### config.mk
export PLATFORM = sky130hd
export DESIGN_NAME = sbg_top
export DESIGN_NICKNAME = d
export VERILOG_FILES = /design/src/hw/sbg_pkg.sv /design/src/hw/sbg_top.sv /design/src/hw/sbg_fifo.sv /design/src/hw/sbg_baud.sv
export VERILOG_INCLUDE_DIRS = /design/src /design/src/hw
export SDC_FILE = /design/constraint.sdc
export NUM_CORES = 1
export LEC_CHECK = 0
export ABC_AREA = 1
export BUFFER_PORTS_ARGS = -buffer_cell sky130_fd_sc_hd__buf_2
export CAP_MARGIN = 10
export CORE_UTILIZATION = 25
export CTS_BUF_LIST = sky130_fd_sc_hd__clkbuf_4 sky130_fd_sc_hd__clkbuf_8
export CTS_CLUSTER_DIAMETER = 150
export DETAILED_ROUTE_END_ITERATION = 8
export GPL_TIMING_DRIVEN = 0
export PLACE_DENSITY = 0.5
export SYNTH_ARGS = -nofsm -noshare
export SYNTH_HDL_FRONTEND = slang
export SYNTH_SLANG_ARGS = --single-unit
### constraint.sdc
create_clock -name pclk -period 2.7 [get_ports pclk]
set_input_delay 0.27 -clock pclk [delete_from_list [all_inputs] [get_ports pclk]]
set_output_delay 0.27 -clock pclk [all_outputs]
set_load 0.01 [all_outputs]
### src/hw/sbg_params.svh
`ifndef SBG_PARAMS_SVH
`define SBG_PARAMS_SVH

// ==========================================================================
// Register byte addresses.
`define SBG_ADDR_CTRL_ONE   12'h000
`define SBG_ADDR_CTRL_TWO   12'h004
`define SBG_ADDR_CTRL_THREE 12'h008
`define SBG_ADDR_BAUD       12'h00c
`define SBG_ADDR_DATA       12'h010
`define SBG_ADDR_STATUS     12'h014

// ==========================================================================
// Field positions.
`define SBG_BIT_WORD_LEN    0
`define SBG_BIT_SEND_BREAK  0
`define SBG_BIT_TX_ON       1
`define SBG_BIT_LIN_EN      0
`define SBG_BIT_ST_BUSY     0
`define SBG_BIT_ST_FULL     1
`define SBG_BIT_ST_EMPTY    2
`define SBG_BIT_ST_LIN      3

// ==========================================================================
// Reset values, character lengths in bit times and FIFO size.
`define SBG_BAUD_RESET      16'h0364
`define SBG_BREAK_BITS_8    5'd10
`define SBG_BREAK_BITS_9    5'd11
`define SBG_BREAK_BITS_LIN  5'd13
`define SBG_IDLE_BITS_8     5'd10
`define SBG_IDLE_BITS_9     5'd11
`define SBG_DATA_BITS_8     5'd10
`define SBG_DATA_BITS_9     5'd11
`define SBG_FIFO_DEPTH      8
`define SBG_FIFO_WIDTH      9

`endif

### src/hw/sbg_pkg.sv
package sbg_pkg;

  // ========================================================================
  // Transmitter states, one-hot.
  typedef enum logic [4:0] {
    SBG_IDLE  = 5'b00001,
    SBG_PRE   = 5'b00010,
    SBG_BREAK = 5'b00100,
    SBG_DATA  = 5'b01000,
    SBG_STOP  = 5'b10000
  } sbg_state_e;

endpackage

### src/hw/sbg_top.sv
// The APB interface to the registers and the register addresses were decided locally.
`timescale 1ns/1ns
`include "sbg_params.svh"

// Notes on behaviour
// - Setting then clearing the break request sends exactly one break.
// - With eight-bit words outside LIN master mode a break lasts exactly 10 bit times.
// - With nine-bit words a break lasts exactly 11 bit times.
// - Breaks repeat back to back while requested; none extra after clearing.
// - LIN master mode when LIN enable is set and word length is clear.
// - In LIN master mode a break lasts exactly 13 bit times.
// - Clearing then setting transmitter enable sends one idle character first.
// - An idle before a LIN break is 10 bit times of high line.
module sbg_top (
  // Clock and reset.
  input  wire logic        pclk,
  input  wire logic        presetn,
  // APB slave.
  input  wire logic        psel,
  input  wire logic        penable,
  input  wire logic        pwrite,
  input  wire logic [11:0] paddr,
  input  wire logic [31:0] pwdata,
  output logic      [31:0] prdata,
  output logic             pready,
  output logic             pslverr,
  // Serial line.
  output logic             tx_line
);

  // ========================================================================
  // Registers.
  logic        word_len_q;
  logic        send_break_request_q;
  logic        tx_on_q;
  logic        lin_en_q;
  logic [15:0] baud_q;
  logic        idle_pend_q;
  logic        break_seen_q;
  logic        lin_mode;
  logic        wr_en;
  logic        rd_en;
  logic        addr_ok;

  sbg_pkg::sbg_state_e state_q;
  logic [4:0]  bits_q;
  logic [10:0] shift_q;
  logic        tick;
  logic        restart;
  logic        char_end;
  logic        break_start;

  logic        f_in_valid;
  logic        f_in_ready;
  logic        f_out_valid;
  logic        f_out_ready;
  logic [8:0]  f_out_data;
  logic        f_full;
  logic        f_empty;

  assign lin_mode = lin_en_q && !word_len_q;
  assign wr_en    = psel && penable && pwrite && pready;
  assign rd_en    = psel && !penable && !pwrite;
  assign addr_ok  = paddr == `SBG_ADDR_CTRL_ONE ||
                    paddr == `SBG_ADDR_CTRL_TWO ||
                    paddr == `SBG_ADDR_CTRL_THREE ||
                    paddr == `SBG_ADDR_BAUD ||
                    paddr == `SBG_ADDR_DATA ||
                    paddr == `SBG_ADDR_STATUS;
  // A data write is taken only when the FIFO has room.
  assign f_in_valid = wr_en && paddr == `SBG_ADDR_DATA;

  // ========================================================================
  // APB handshake: one wait state; data writes wait for FIFO room.
  always_ff @(posedge pclk or negedge presetn) begin
    if (!presetn) begin
      pready  <= 1'b0;
      pslverr <= 1'b0;
    end else if (psel && penable && pready) begin
      pready  <= 1'b0;
      pslverr <= 1'b0;
    end else if (psel && penable) begin
      pready  <= !(pwrite && paddr == `SBG_ADDR_DATA) || f_in_ready;
      pslverr <= !addr_ok;
    end
  end

  always_ff @(posedge pclk or negedge presetn) begin
    if (!presetn) begin
      prdata <= 32'h0000_0000;
    end else if (rd_en) begin
      prdata <= 32'h0000_0000;
      case (paddr)
        `SBG_ADDR_CTRL_ONE: begin
          prdata[`SBG_BIT_WORD_LEN] <= word_len_q;
        end
        `SBG_ADDR_CTRL_TWO: begin
          prdata[`SBG_BIT_SEND_BREAK] <= send_break_request_q;
          prdata[`SBG_BIT_TX_ON]      <= tx_on_q;
        end
        `SBG_ADDR_CTRL_THREE: begin
          prdata[`SBG_BIT_LIN_EN] <= lin_en_q;
        end
        `SBG_ADDR_BAUD: begin
          prdata[15:0] <= baud_q;
        end
        `SBG_ADDR_STATUS: begin
          prdata[`SBG_BIT_ST_BUSY]  <= state_q != sbg_pkg::SBG_IDLE;
          prdata[`SBG_BIT_ST_FULL]  <= f_full;
          prdata[`SBG_BIT_ST_EMPTY] <= f_empty;
          prdata[`SBG_BIT_ST_LIN]   <= lin_mode;
        end
        default: begin
          prdata <= 32'h0000_0000;
        end
      endcase
    end
  end

  // ========================================================================
  // Control register writes.
  always_ff @(posedge pclk or negedge presetn) begin
    if (!presetn) begin
      word_len_q           <= 1'b0;
      send_break_request_q <= 1'b0;
      tx_on_q              <= 1'b0;
      lin_en_q             <= 1'b0;
      baud_q               <= `SBG_BAUD_RESET;
    end else if (wr_en) begin
      case (paddr)
        `SBG_ADDR_CTRL_ONE: begin
          word_len_q <= pwdata[`SBG_BIT_WORD_LEN];
        end
        `SBG_ADDR_CTRL_TWO: begin
          send_break_request_q <= pwdata[`SBG_BIT_SEND_BREAK];
          tx_on_q              <= pwdata[`SBG_BIT_TX_ON];
        end
        `SBG_ADDR_CTRL_THREE: begin
          lin_en_q <= pwdata[`SBG_BIT_LIN_EN];
        end
        `SBG_ADDR_BAUD: begin
          baud_q <= pwdata[15:0];
        end
        default: begin
          baud_q <= baud_q;
        end
      endcase
    end
  end

  // ========================================================================
  // Request latches. A rising transmitter enable queues one idle, a set
  // break request queues one break even if cleared before a boundary.
  // The queued break is consumed as it starts, so a request cleared during
  // the stop bit cannot leave a stale break behind.
  always_ff @(posedge pclk or negedge presetn) begin
    if (!presetn) begin
      idle_pend_q <= 1'b0;
    end else if (wr_en && paddr == `SBG_ADDR_CTRL_TWO &&
                 pwdata[`SBG_BIT_TX_ON] && !tx_on_q) begin
      idle_pend_q <= 1'b1;
    end else if (char_end && state_q == sbg_pkg::SBG_PRE) begin
      idle_pend_q <= 1'b0;
    end
  end

  always_ff @(posedge pclk or negedge presetn) begin
    if (!presetn) begin
      break_seen_q <= 1'b0;
    end else if (wr_en && paddr == `SBG_ADDR_CTRL_TWO &&
                 pwdata[`SBG_BIT_SEND_BREAK]) begin
      break_seen_q <= 1'b1;
    end else if (break_start) begin
      break_seen_q <= 1'b0;
    end
  end

  // ========================================================================
  // Transmitter sequencer.
  assign restart     = !tx_on_q;
  assign char_end    = tick && bits_q == 5'd1;
  // A queued break starts at a boundary: from idle, or straight after an
  // idle character so that no extra gap stretches the header.
  assign break_start = tx_on_q && tick && break_seen_q &&
                       ((state_q == sbg_pkg::SBG_IDLE && !idle_pend_q) ||
                        (state_q == sbg_pkg::SBG_PRE && bits_q == 5'd1));
  assign f_out_ready = tx_on_q && state_q == sbg_pkg::SBG_IDLE && tick &&
                       !idle_pend_q && !break_seen_q;

  always_ff @(posedge pclk or negedge presetn) begin
    if (!presetn) begin
      state_q <= sbg_pkg::SBG_IDLE;
      bits_q  <= 5'd0;
      shift_q <= 11'h7ff;
      tx_line <= 1'b1;
    end else if (!tx_on_q) begin
      state_q <= sbg_pkg::SBG_IDLE;
      bits_q  <= 5'd0;
      tx_line <= 1'b1;
    end else if (tick) begin
      case (state_q)
        sbg_pkg::SBG_IDLE: begin
          // Requests are picked up only at a character boundary.
          if (idle_pend_q) begin
            state_q <= sbg_pkg::SBG_PRE;
            bits_q  <= lin_mode ? `SBG_IDLE_BITS_8
                     : (word_len_q ? `SBG_IDLE_BITS_9 : `SBG_IDLE_BITS_8);
            tx_line <= 1'b1;
          end else if (break_seen_q) begin
            state_q <= sbg_pkg::SBG_BREAK;
            bits_q  <= lin_mode ? `SBG_BREAK_BITS_LIN
                     : (word_len_q ? `SBG_BREAK_BITS_9
                                   : `SBG_BREAK_BITS_8);
            tx_line <= 1'b0;
          end else if (f_out_valid) begin
            state_q <= sbg_pkg::SBG_DATA;
            bits_q  <= word_len_q ? `SBG_DATA_BITS_9 : `SBG_DATA_BITS_8;
            shift_q <= word_len_q ? {1'b1, f_out_data, 1'b0}
                                  : {2'b11, f_out_data[7:0], 1'b0};
            tx_line <= 1'b0;
          end else begin
            tx_line <= 1'b1;
          end
        end
        sbg_pkg::SBG_PRE: begin
          if (bits_q == 5'd1 && break_seen_q) begin
            // The break follows the idle at once, keeping the idle exact.
            state_q <= sbg_pkg::SBG_BREAK;
            bits_q  <= lin_mode ? `SBG_BREAK_BITS_LIN
                     : (word_len_q ? `SBG_BREAK_BITS_9 : `SBG_BREAK_BITS_8);
            tx_line <= 1'b0;
          end else begin
            bits_q <= bits_q - 5'd1;
            if (bits_q == 5'd1) begin
              state_q <= sbg_pkg::SBG_IDLE;
            end
          end
        end
        sbg_pkg::SBG_BREAK: begin
          bits_q <= bits_q - 5'd1;
          if (bits_q == 5'd1) begin
            state_q <= sbg_pkg::SBG_STOP;
            tx_line <= 1'b1;
          end else begin
            tx_line <= 1'b0;
          end
        end
        sbg_pkg::SBG_DATA: begin
          bits_q  <= bits_q - 5'd1;
          shift_q <= {1'b1, shift_q[10:1]};
          tx_line <= shift_q[1];
          if (bits_q == 5'd1) begin
            state_q <= sbg_pkg::SBG_IDLE;
            tx_line <= 1'b1;
          end
        end
        sbg_pkg::SBG_STOP: begin
          // One stop bit, then back to back breaks while requested.
          if (send_break_request_q) begin
            state_q <= sbg_pkg::SBG_BREAK;
            bits_q  <= lin_mode ? `SBG_BREAK_BITS_LIN
                     : (word_len_q ? `SBG_BREAK_BITS_9 : `SBG_BREAK_BITS_8);
            tx_line <= 1'b0;
          end else begin
            state_q <= sbg_pkg::SBG_IDLE;
            tx_line <= 1'b1;
          end
        end
        default: begin
          state_q <= sbg_pkg::SBG_IDLE;
          tx_line <= 1'b1;
        end
      endcase
    end
  end

  // ========================================================================
  // Submodules.
  sbg_baud u_baud (
    .pclk    (pclk),
    .presetn (presetn),
    .restart (restart),
    .divider (baud_q),
    .tick    (tick)
  );

  sbg_fifo #(
    .WIDTH (`SBG_FIFO_WIDTH),
    .DEPTH (`SBG_FIFO_DEPTH)
  ) u_fifo (
    .pclk      (pclk),
    .presetn   (presetn),
    .in_valid  (f_in_valid),
    .in_ready  (f_in_ready),
    .in_data   (pwdata[8:0]),
    .out_valid (f_out_valid),
    .out_ready (f_out_ready),
    .out_data  (f_out_data),
    .full      (f_full),
    .empty     (f_empty)
  );

endmodule

### src/hw/sbg_fifo.sv
`timescale 1ns/1ns

module sbg_fifo #(
  parameter int WIDTH = 9,
  parameter int DEPTH = 8
) (
  // Clock and reset.
  input  wire logic             pclk,
  input  wire logic             presetn,
  // Write side.
  input  wire logic             in_valid,
  output logic                  in_ready,
  input  wire logic [WIDTH-1:0] in_data,
  // Read side.
  output logic                  out_valid,
  input  wire logic             out_ready,
  output logic      [WIDTH-1:0] out_data,
  // Level.
  output logic                  full,
  output logic                  empty
);

  localparam int AW = $clog2(DEPTH);

  logic [WIDTH-1:0] mem [DEPTH];
  logic [AW-1:0]    wr_ptr_q;
  logic [AW-1:0]    rd_ptr_q;
  logic [AW:0]      count_q;
  logic             push;
  logic             pop;

  assign full      = (count_q == (AW+1)'(DEPTH));
  assign empty     = (count_q == '0);
  assign in_ready  = !full;
  assign out_valid = !empty;
  assign out_data  = mem[rd_ptr_q];
  assign push      = in_valid && in_ready;
  assign pop       = out_valid && out_ready;

  always_ff @(posedge pclk) begin
    if (push) begin
      mem[wr_ptr_q] <= in_data;
    end
  end

  always_ff @(posedge pclk or negedge presetn) begin
    if (!presetn) begin
      wr_ptr_q <= '0;
      rd_ptr_q <= '0;
      count_q  <= '0;
    end else begin
      if (push) begin
        wr_ptr_q <= (wr_ptr_q == AW'(DEPTH-1)) ? '0 : wr_ptr_q + AW'(1);
      end
      if (pop) begin
        rd_ptr_q <= (rd_ptr_q == AW'(DEPTH-1)) ? '0 : rd_ptr_q + AW'(1);
      end
      if (push && !pop) begin
        count_q <= count_q + (AW+1)'(1);
      end else if (pop && !push) begin
        count_q <= count_q - (AW+1)'(1);
      end
    end
  end

endmodule

### src/hw/sbg_baud.sv
`timescale 1ns/1ns

module sbg_baud (
  // Clock and reset.
  input  wire logic        pclk,
  input  wire logic        presetn,
  // Control.
  input  wire logic        restart,
  input  wire logic [15:0] divider,
  // Bit-time tick.
  output logic             tick
);

  logic [15:0] cnt_q;

  // A divider of zero or one gives a tick every clock.
  always_ff @(posedge pclk or negedge presetn) begin
    if (!presetn) begin
      cnt_q <= 16'h0000;
      tick  <= 1'b0;
    end else if (restart || cnt_q >= divider) begin
      cnt_q <= 16'h0001;
      tick  <= !restart && (divider <= 16'h0001 || cnt_q >= divider);
    end else begin
      cnt_q <= cnt_q + 16'h0001;
      tick  <= 1'b0;
    end
  end

endmodule

==> results of run 1 <==
-- synthesized netlist by cell type (8+ instances only) --
cell type  number
nor2_2         10
nand2_1       140
dfstp_2        16
nor2_1        107
o31ai_1        12
clkbuf_1       10
dfrtp_1        71
or2_2           8
nand4_1         9
ha_1           26
nand3_1        65
nor3_1         10
o22ai_1        17
xnor2_1         8
buf_4          20
xor2_1         11
inv_1          74
a21oi_1        33
o21ai_0        58
edfxtp_1       72
-- stage by stage --
stage	hold WS [ps]	setup slack, ps	power, mW	area, um^2
after detailed placement	354.1	16.52	3.019	8891
final	46.67	176.8	4.674	9316
after CTS	22.56	10.26	4.722	9266
after floorplan	-25.59	298.6	2.878	8110
after global routing	16.94	-8.348	4.860	9316
after global placement	464.3	33.67	3.011	8869
-- sequential cells by signal, summed over array words and instances (netlist names), 3 cells and up --
name	cells
baud_q	16
bits_q	5
prdata	16
shift_q	9
state_q	5
u_baud.cnt_q	16
u_fifo.count_q	4
u_fifo.mem	72
u_fifo.rd_ptr_q	3
u_fifo.wr_ptr_q	3
-- what timing repair did --
item | 4_1_cts | 5_1_grt
setup endpoints to repair | 0 | 1
resized for setup | 0 | 3
hold buffers | 1 | 0
setup buffers | 0 | 6
hold endpoints to repair | 40 | 0
-- cells in the final DEF, fill, tap and decap left out, types with 26 or more instances in the layout --
cell type / count
dfrtp_1: 70
nor2_1: 107
o21ai_0: 58
inv_1: 73
a21oi_1: 32
nand2_1: 140
edfxtp_1: 72
buf_2: 56
nand3_1: 65
buf_4: 27
ha_1: 26
-- report_power, final --
part / total [mW] / internal [mW] / switching [mW]
registers: 2.66 / 2.59 / 0.0696
clock network: 1.70 / 0.739 / 0.966
logic: 0.312 / 0.128 / 0.185
total: 4.67 / 3.45 / 1.22
-- worst max-delay path, cell delays in order, from the launching register on --
cell and delay (ps):
dfrtp_2 450, nor2_4 180, nand4_4 130, nor2_4 170, nand4_4 100, buf_6 170
ha_1 230, inv_1 120, ha_1 240, a21o_1 170, a21oi_2 140, nand2_1 60
nand2_1 50, nor2_1 40, xor2_1 130
-- layout make-up --
class                   instances  area, um^2
fillers                      3306       22320
flip-flops and latches        159        4360
multi-input cells             583        3184
well taps                     402       503.0
repair buffers                 59       332.8
inverters                      82       307.8
plain buffers                  40       262.8
clock buffers                  17       234.0
clock inverters                14       131.4
-- routing by layer --
metal	global-route usage (%)	vias up	share of wire (%)
li1	-	3008	-
met1	16.24	2882	46
met2	21.38	113	49
met3	2.688	18	3.6
met4	3.424	0	0.96
met5	0	-	0
-- cell families (layout without fill, tap and decap cells) --
group / count (synthesis) / count (layout) / synth area share (%)
simple gates: 383 / 383 / 22.68
flops: 159 / 159 / 54.12
compound gates: 138 / 138 / 9.710
buf+inv: 122 / 212 / 7.084
fa+ha+maj: 27 / 27 / 4.288
xor+xnor: 19 / 19 / 2.066
other cells: 1 / 16 / 0.04656
-- final timing paths --
check	slack (ps)	depth (start not counted)	startpoint	endpoint
min in group asynchronous	390	2	presetn	u_fifo.count_q[2]
max	180	14	state_q[2]	u_fifo.count_q[3]
min reg2reg	490	2	shift_q[7]	shift_q[7]
min	50	3	pwdata[9]	baud_q[9]
max in group asynchronous	1580	3	presetn	shift_q[9]
max reg2reg	180	14	state_q[2]	u_fifo.count_q[3]
==> run_results.csv, run 1 <==
group,metric,value,unit
outcome,status,"finished clean",
cts,insertion_delay,460,ps
critical_path,required,3050,ps
global_routing,grtUsageTotal,12.63,%
finish,final_cells,1356,
synth,ys_ff_latch,159,
finish,drive_gt1_share,20.02,%
synth,synth_area_leaders,"edfxtp_1, dfrtp_1, nand2_1",
placed_design,gp_congestion,0.7959,
floorplanning,std_cell_rows,65,
cts,clkTransAtPathRegs,90,ps
critical_path,worstPathArrival,2870,ps
floorplanning,coreArea,31640,um^2
sta,period_share,93.45,%
detailed_routing,drt-initial-drc-count,314,
global_routing,grt_pass1_vias,5903,
global_routing,grt_start_max_net_pins,48,
synth,yosys.cell_types.count,50,
cts,cts_buffers,17,
detailed_routing,ant_nets,0,
power,ir_worst_vdd,285.9,uV
global_routing,grt.overflow.total,0,
synth,syn_area,8054,um^2
detailed_routing,first_pass_iters,4,
sta,finalHoldViolations,0,
synth,synth_ff_type,"edfxtp_1",
critical_path,worstPathMaxFanout,10,
synth,yosys_warnings,0,
detailed_routing,drt_wl_total,19890,um
placed_design,dp.cells,1318,
detailed_routing,drcViolationCount,0,
sta,timing.final.crit_period,2523,ps
synth,synthCells,849,
sta,skew,17.09,ps
power,power_density,501.7,nW/um^2
floorplanning,fp.dieW,181.5,um
placed_design,port_buffers,51,
synth,synth_top_area_share,26.84,%
cts,clockBufferDepth,2,
detailed_routing,drt-vias-per-instance,4.440,
sta,max_freq,396.3,MHz
synth,yosysSeqAreaShare,54.12,%
sta,setup_viol,0,
synth,synth_edf_count,72,
placed_design,dp_hpwl,14200,um
job,max_cap_viol_count,0,
power,p_leak,4.110,nW
detailed_routing,post_drt_wl_per_cell,14.67,um
global_routing,grt_antenna_before_repair,0,
critical_path,critPathKind,"flip-flop to flip-flop",
min_path,hold_path.class,"primary input to flip-flop",
sta,slew_headroom,25.01,%
synth,async_flop_share,54.72,%
cts,clkSinkCount,159,
floorplanning,start_util,25.46,%
synth,synth.largest_area_cell,"edfxtp_1",
finish,synthToLayoutAreaGrowth,15.68,%
cts,htreeDepth,4,
cts,root_buffer,"clkbuf_8",
sta,setup_tns,0,ps
cts,tritoncts,"built",
finish,nets,1018,
floorplanning,io_pins,84,
finish,final_util,29.45,%
floorplanning,die_h,181.5,um
sta,worstMarginPinSlew,1121,ps
global_routing,grt_pass1_wl,32620,um
synth,synth.avg_cell_area,9.486,um^2
floorplanning,die-area,32940,um^2
finish,n_antenna_cell,0,
critical_path,worstSetupEndpointType,"flip-flop",
sta,slew_viol_final,0,
critical_path,start_kind,"flip-flop",
detailed_routing,vias,6021,
Power figures use the tool's default switching activity.
==> inputs of run 2 (changes only) <==
--- a/config.mk
+++ b/config.mk
@@ -14,7 +14,7 @@
 export CTS_CLUSTER_DIAMETER = 150
 export DETAILED_ROUTE_END_ITERATION = 8
 export GPL_TIMING_DRIVEN = 0
-export PLACE_DENSITY = 0.5
+export PLACE_DENSITY = 0.51
 export SYNTH_ARGS = -nofsm -noshare
 export SYNTH_HDL_FRONTEND = slang
 export SYNTH_SLANG_ARGS = --single-unit
==> run_results.csv, run 2 (same netlist as run 1, synthesis figures left out) <==
group,metric,value,unit
outcome,status,"finished clean",
cts,clkSinkCount,159,
cts,htreeDepth,4,
finish,layout_commonest_cell,"nand2_1",
finish,largest_reg_flops,72,
critical_path,worstSetupEndpointType,"flip-flop",
critical_path,worstPathMaxFanout,10,
placed_design,placed_area,8899,um^2
finish,design_area,9339,um^2
power,p_leak,4.116,nW
global_routing,grtUsageTotal,12.44,%
critical_path,critPathKind,"flip-flop to flip-flop",
detailed_routing,post_drt_wl_per_cell,14.70,um
finish,final_util,29.52,%
floorplanning,std_cell_rows,65,
detailed_routing,drt_wl_total,19930,um
critical_path,cpPeakStageDelay,450,ps
floorplanning,io_pins,84,
global_routing,grt_pass1_vias,5911,
power,power_density,510.4,nW/um^2
sta,finalHoldViolations,0,
cts,cts_buffers,17,
critical_path,worstPathCellList,"nor2_4, nand4_4, nor2_4, nand4_4, buf_6, ha_2, inv_2, ha_1, a21o_1, a21oi_2, nand2_1, nand2_1, nor2_1, xor2_1",
finish,nets,1016,
placed_design,dp_hpwl,14130,um
critical_path,reg2reg_slack,260,ps
power,ir_worst_vdd,287.2,uV
global_routing,grt_antenna_before_repair,1,
floorplanning,die_h,181.5,um
placed_design,port_buffers,51,
critical_path,start_kind,"flip-flop",
global_routing,grt_pass1_wl,31860,um
finish,regMostFlops,"u_fifo.mem",
detailed_routing,drt-vias-per-instance,4.429,
placed_design,gp_congestion,0.7966,
critical_path,path_delay_family,"simple AND/OR/NAND/NOR gates",
global_routing,grt.overflow.total,0,
sta,setup_tns,0,ps
critical_path,required,3040,ps
cts,clockBufferDepth,2,
finish,drive_gt1_share,20.36,%
sta,slew_viol_final,0,
sta,max_freq,409.3,MHz
sta,period_share,90.49,%
floorplanning,die-area,32940,um^2
sta,skew,17.43,ps
cts,clkTransAtPathRegs,80,ps
detailed_routing,vias,6001,
detailed_routing,drt-initial-drc-count,399,
sta,rsz0062_at_grt,"false",
floorplanning,start_util,25.46,%
sta,setup_viol,0,
floorplanning,fp.dieW,181.5,um
critical_path,path_buf_inv,2,
sta,worstMarginPinSlew,1096,ps
finish,mostFrequentLayoutCells,"nand2_1, nor2_1, inv_1, edfxtp_1, dfrtp_1",
cts,tritoncts,"built",
cts,root_buffer,"clkbuf_8",
detailed_routing,ant_nets,0,
critical_path,crit_cells,14,
critical_path,worstPathArrival,2780,ps
sta,slew_headroom,26.63,%
finish,synthToLayoutAreaGrowth,15.95,%
cts,insertion_delay,470,ps
min_path,hold_path.class,"primary input to flip-flop",
finish,fill_cells,3291,
global_routing,grt_start_max_net_pins,58,
detailed_routing,drcViolationCount,0,
floorplanning,coreArea,31640,um^2
finish,n_antenna_cell,0,
critical_path,reg2reg_depth,14,
detailed_routing,first_pass_iters,5,
sta,timing.final.crit_period,2443,ps
job,max_cap_viol_count,0,
min_path,hold_depth,3,
critical_path,critPathSlowestCell,"dfrtp_2",
## run 2: cell types whose count changed in the layout (fill, tap and decap cells not counted), moves of 2 or more
cell and delta:
clkinvlp_4 +2, clkinv_2 +2, buf_4 -2, clkbuf_4 +3, inv_6 -2, clkinv_1 -2
## run 2: worst reg2reg max path, stage by stage, from the launching register on
cell and delay, ps:
dfrtp_2 450, nor2_4 200, nand4_4 130, nor2_4 170
nand4_4 110, buf_6 180, ha_2 210, inv_2 80
ha_1 230, a21o_1 170, a21oi_2 130, nand2_1 60
nand2_1 60, nor2_1 50, xor2_1 130
## run 2: worst paths after layout
check | startpoint | to
max in group asynchronous | presetn | shift_q[3]
setup reg to reg | state_q[2] | u_fifo.count_q[3]
min in group asynchronous | presetn | u_fifo.count_q[2]
hold reg to reg | shift_q[5] | shift_q[5]
hold / removal | pwdata[9] | baud_q[9]
setup / recovery | state_q[2] | u_fifo.count_q[3]
## run 2: through the flow
step	instances	power, mW	hold slack (ps)	setup slack [ps]
5_1_grt	1355	4.953	58.06	31.84
6_report	1355	4.766	43.23	256.9
3_3_place_gp	1317	3.007	464.6	26.96
4_1_cts	1351	4.813	19.02	5.517
3_5_place_dp	1318	3.025	249.1	30.26
2_1_floorplan	864	2.878	-25.59	298.6
## run 2: what timing repair did
action                     CTS  global route
hold endpoints to repair    26             0
setup endpoints to repair    1             1
hold buffers                 1             0
resized for setup            1             4
setup buffers                0             4
pin swaps                    0             3
## run 2: cell type report
| type | count | area (um^2) | area share (%) |
|---|---|---|---|
| Buffer | 40 | 262.8 | 2.814 |
| Clock buffer | 20 | 256.5 | 2.747 |
| Clock inverter | 12 | 136.4 | 1.460 |
| Inverter | 82 | 307.8 | 3.296 |
| Multi-Input combinational cell | 583 | 3187 | 34.12 |
| Sequential cell | 159 | 4360 | 46.69 |
| Tap cell | 402 | 503.0 | 5.386 |
| Timing Repair Buffer | 57 | 325.3 | 3.483 |
## run 2: per-layer routing
metal | global-route usage [%] | vias up | wire, um
met4 | 3.322 | 2 | 196
met2 | 21.46 | 102 | 9852
li1 | - | 3012 | -
met3 | 2.286 | 15 | 724
met1 | 15.90 | 2870 | 9145
met5 | 0 | - | 8
## run 2: report_power, final
| group | switching [mW] | internal [mW] | leakage, nW |
|---|---|---|---|
| registers | 0.0754 | 2.59 | 1.67 |
| logic | 0.184 | 0.128 | 2.25 |
| clock network | 0.933 | 0.859 | 0.194 |
| total | 1.19 | 3.57 | 4.12 |
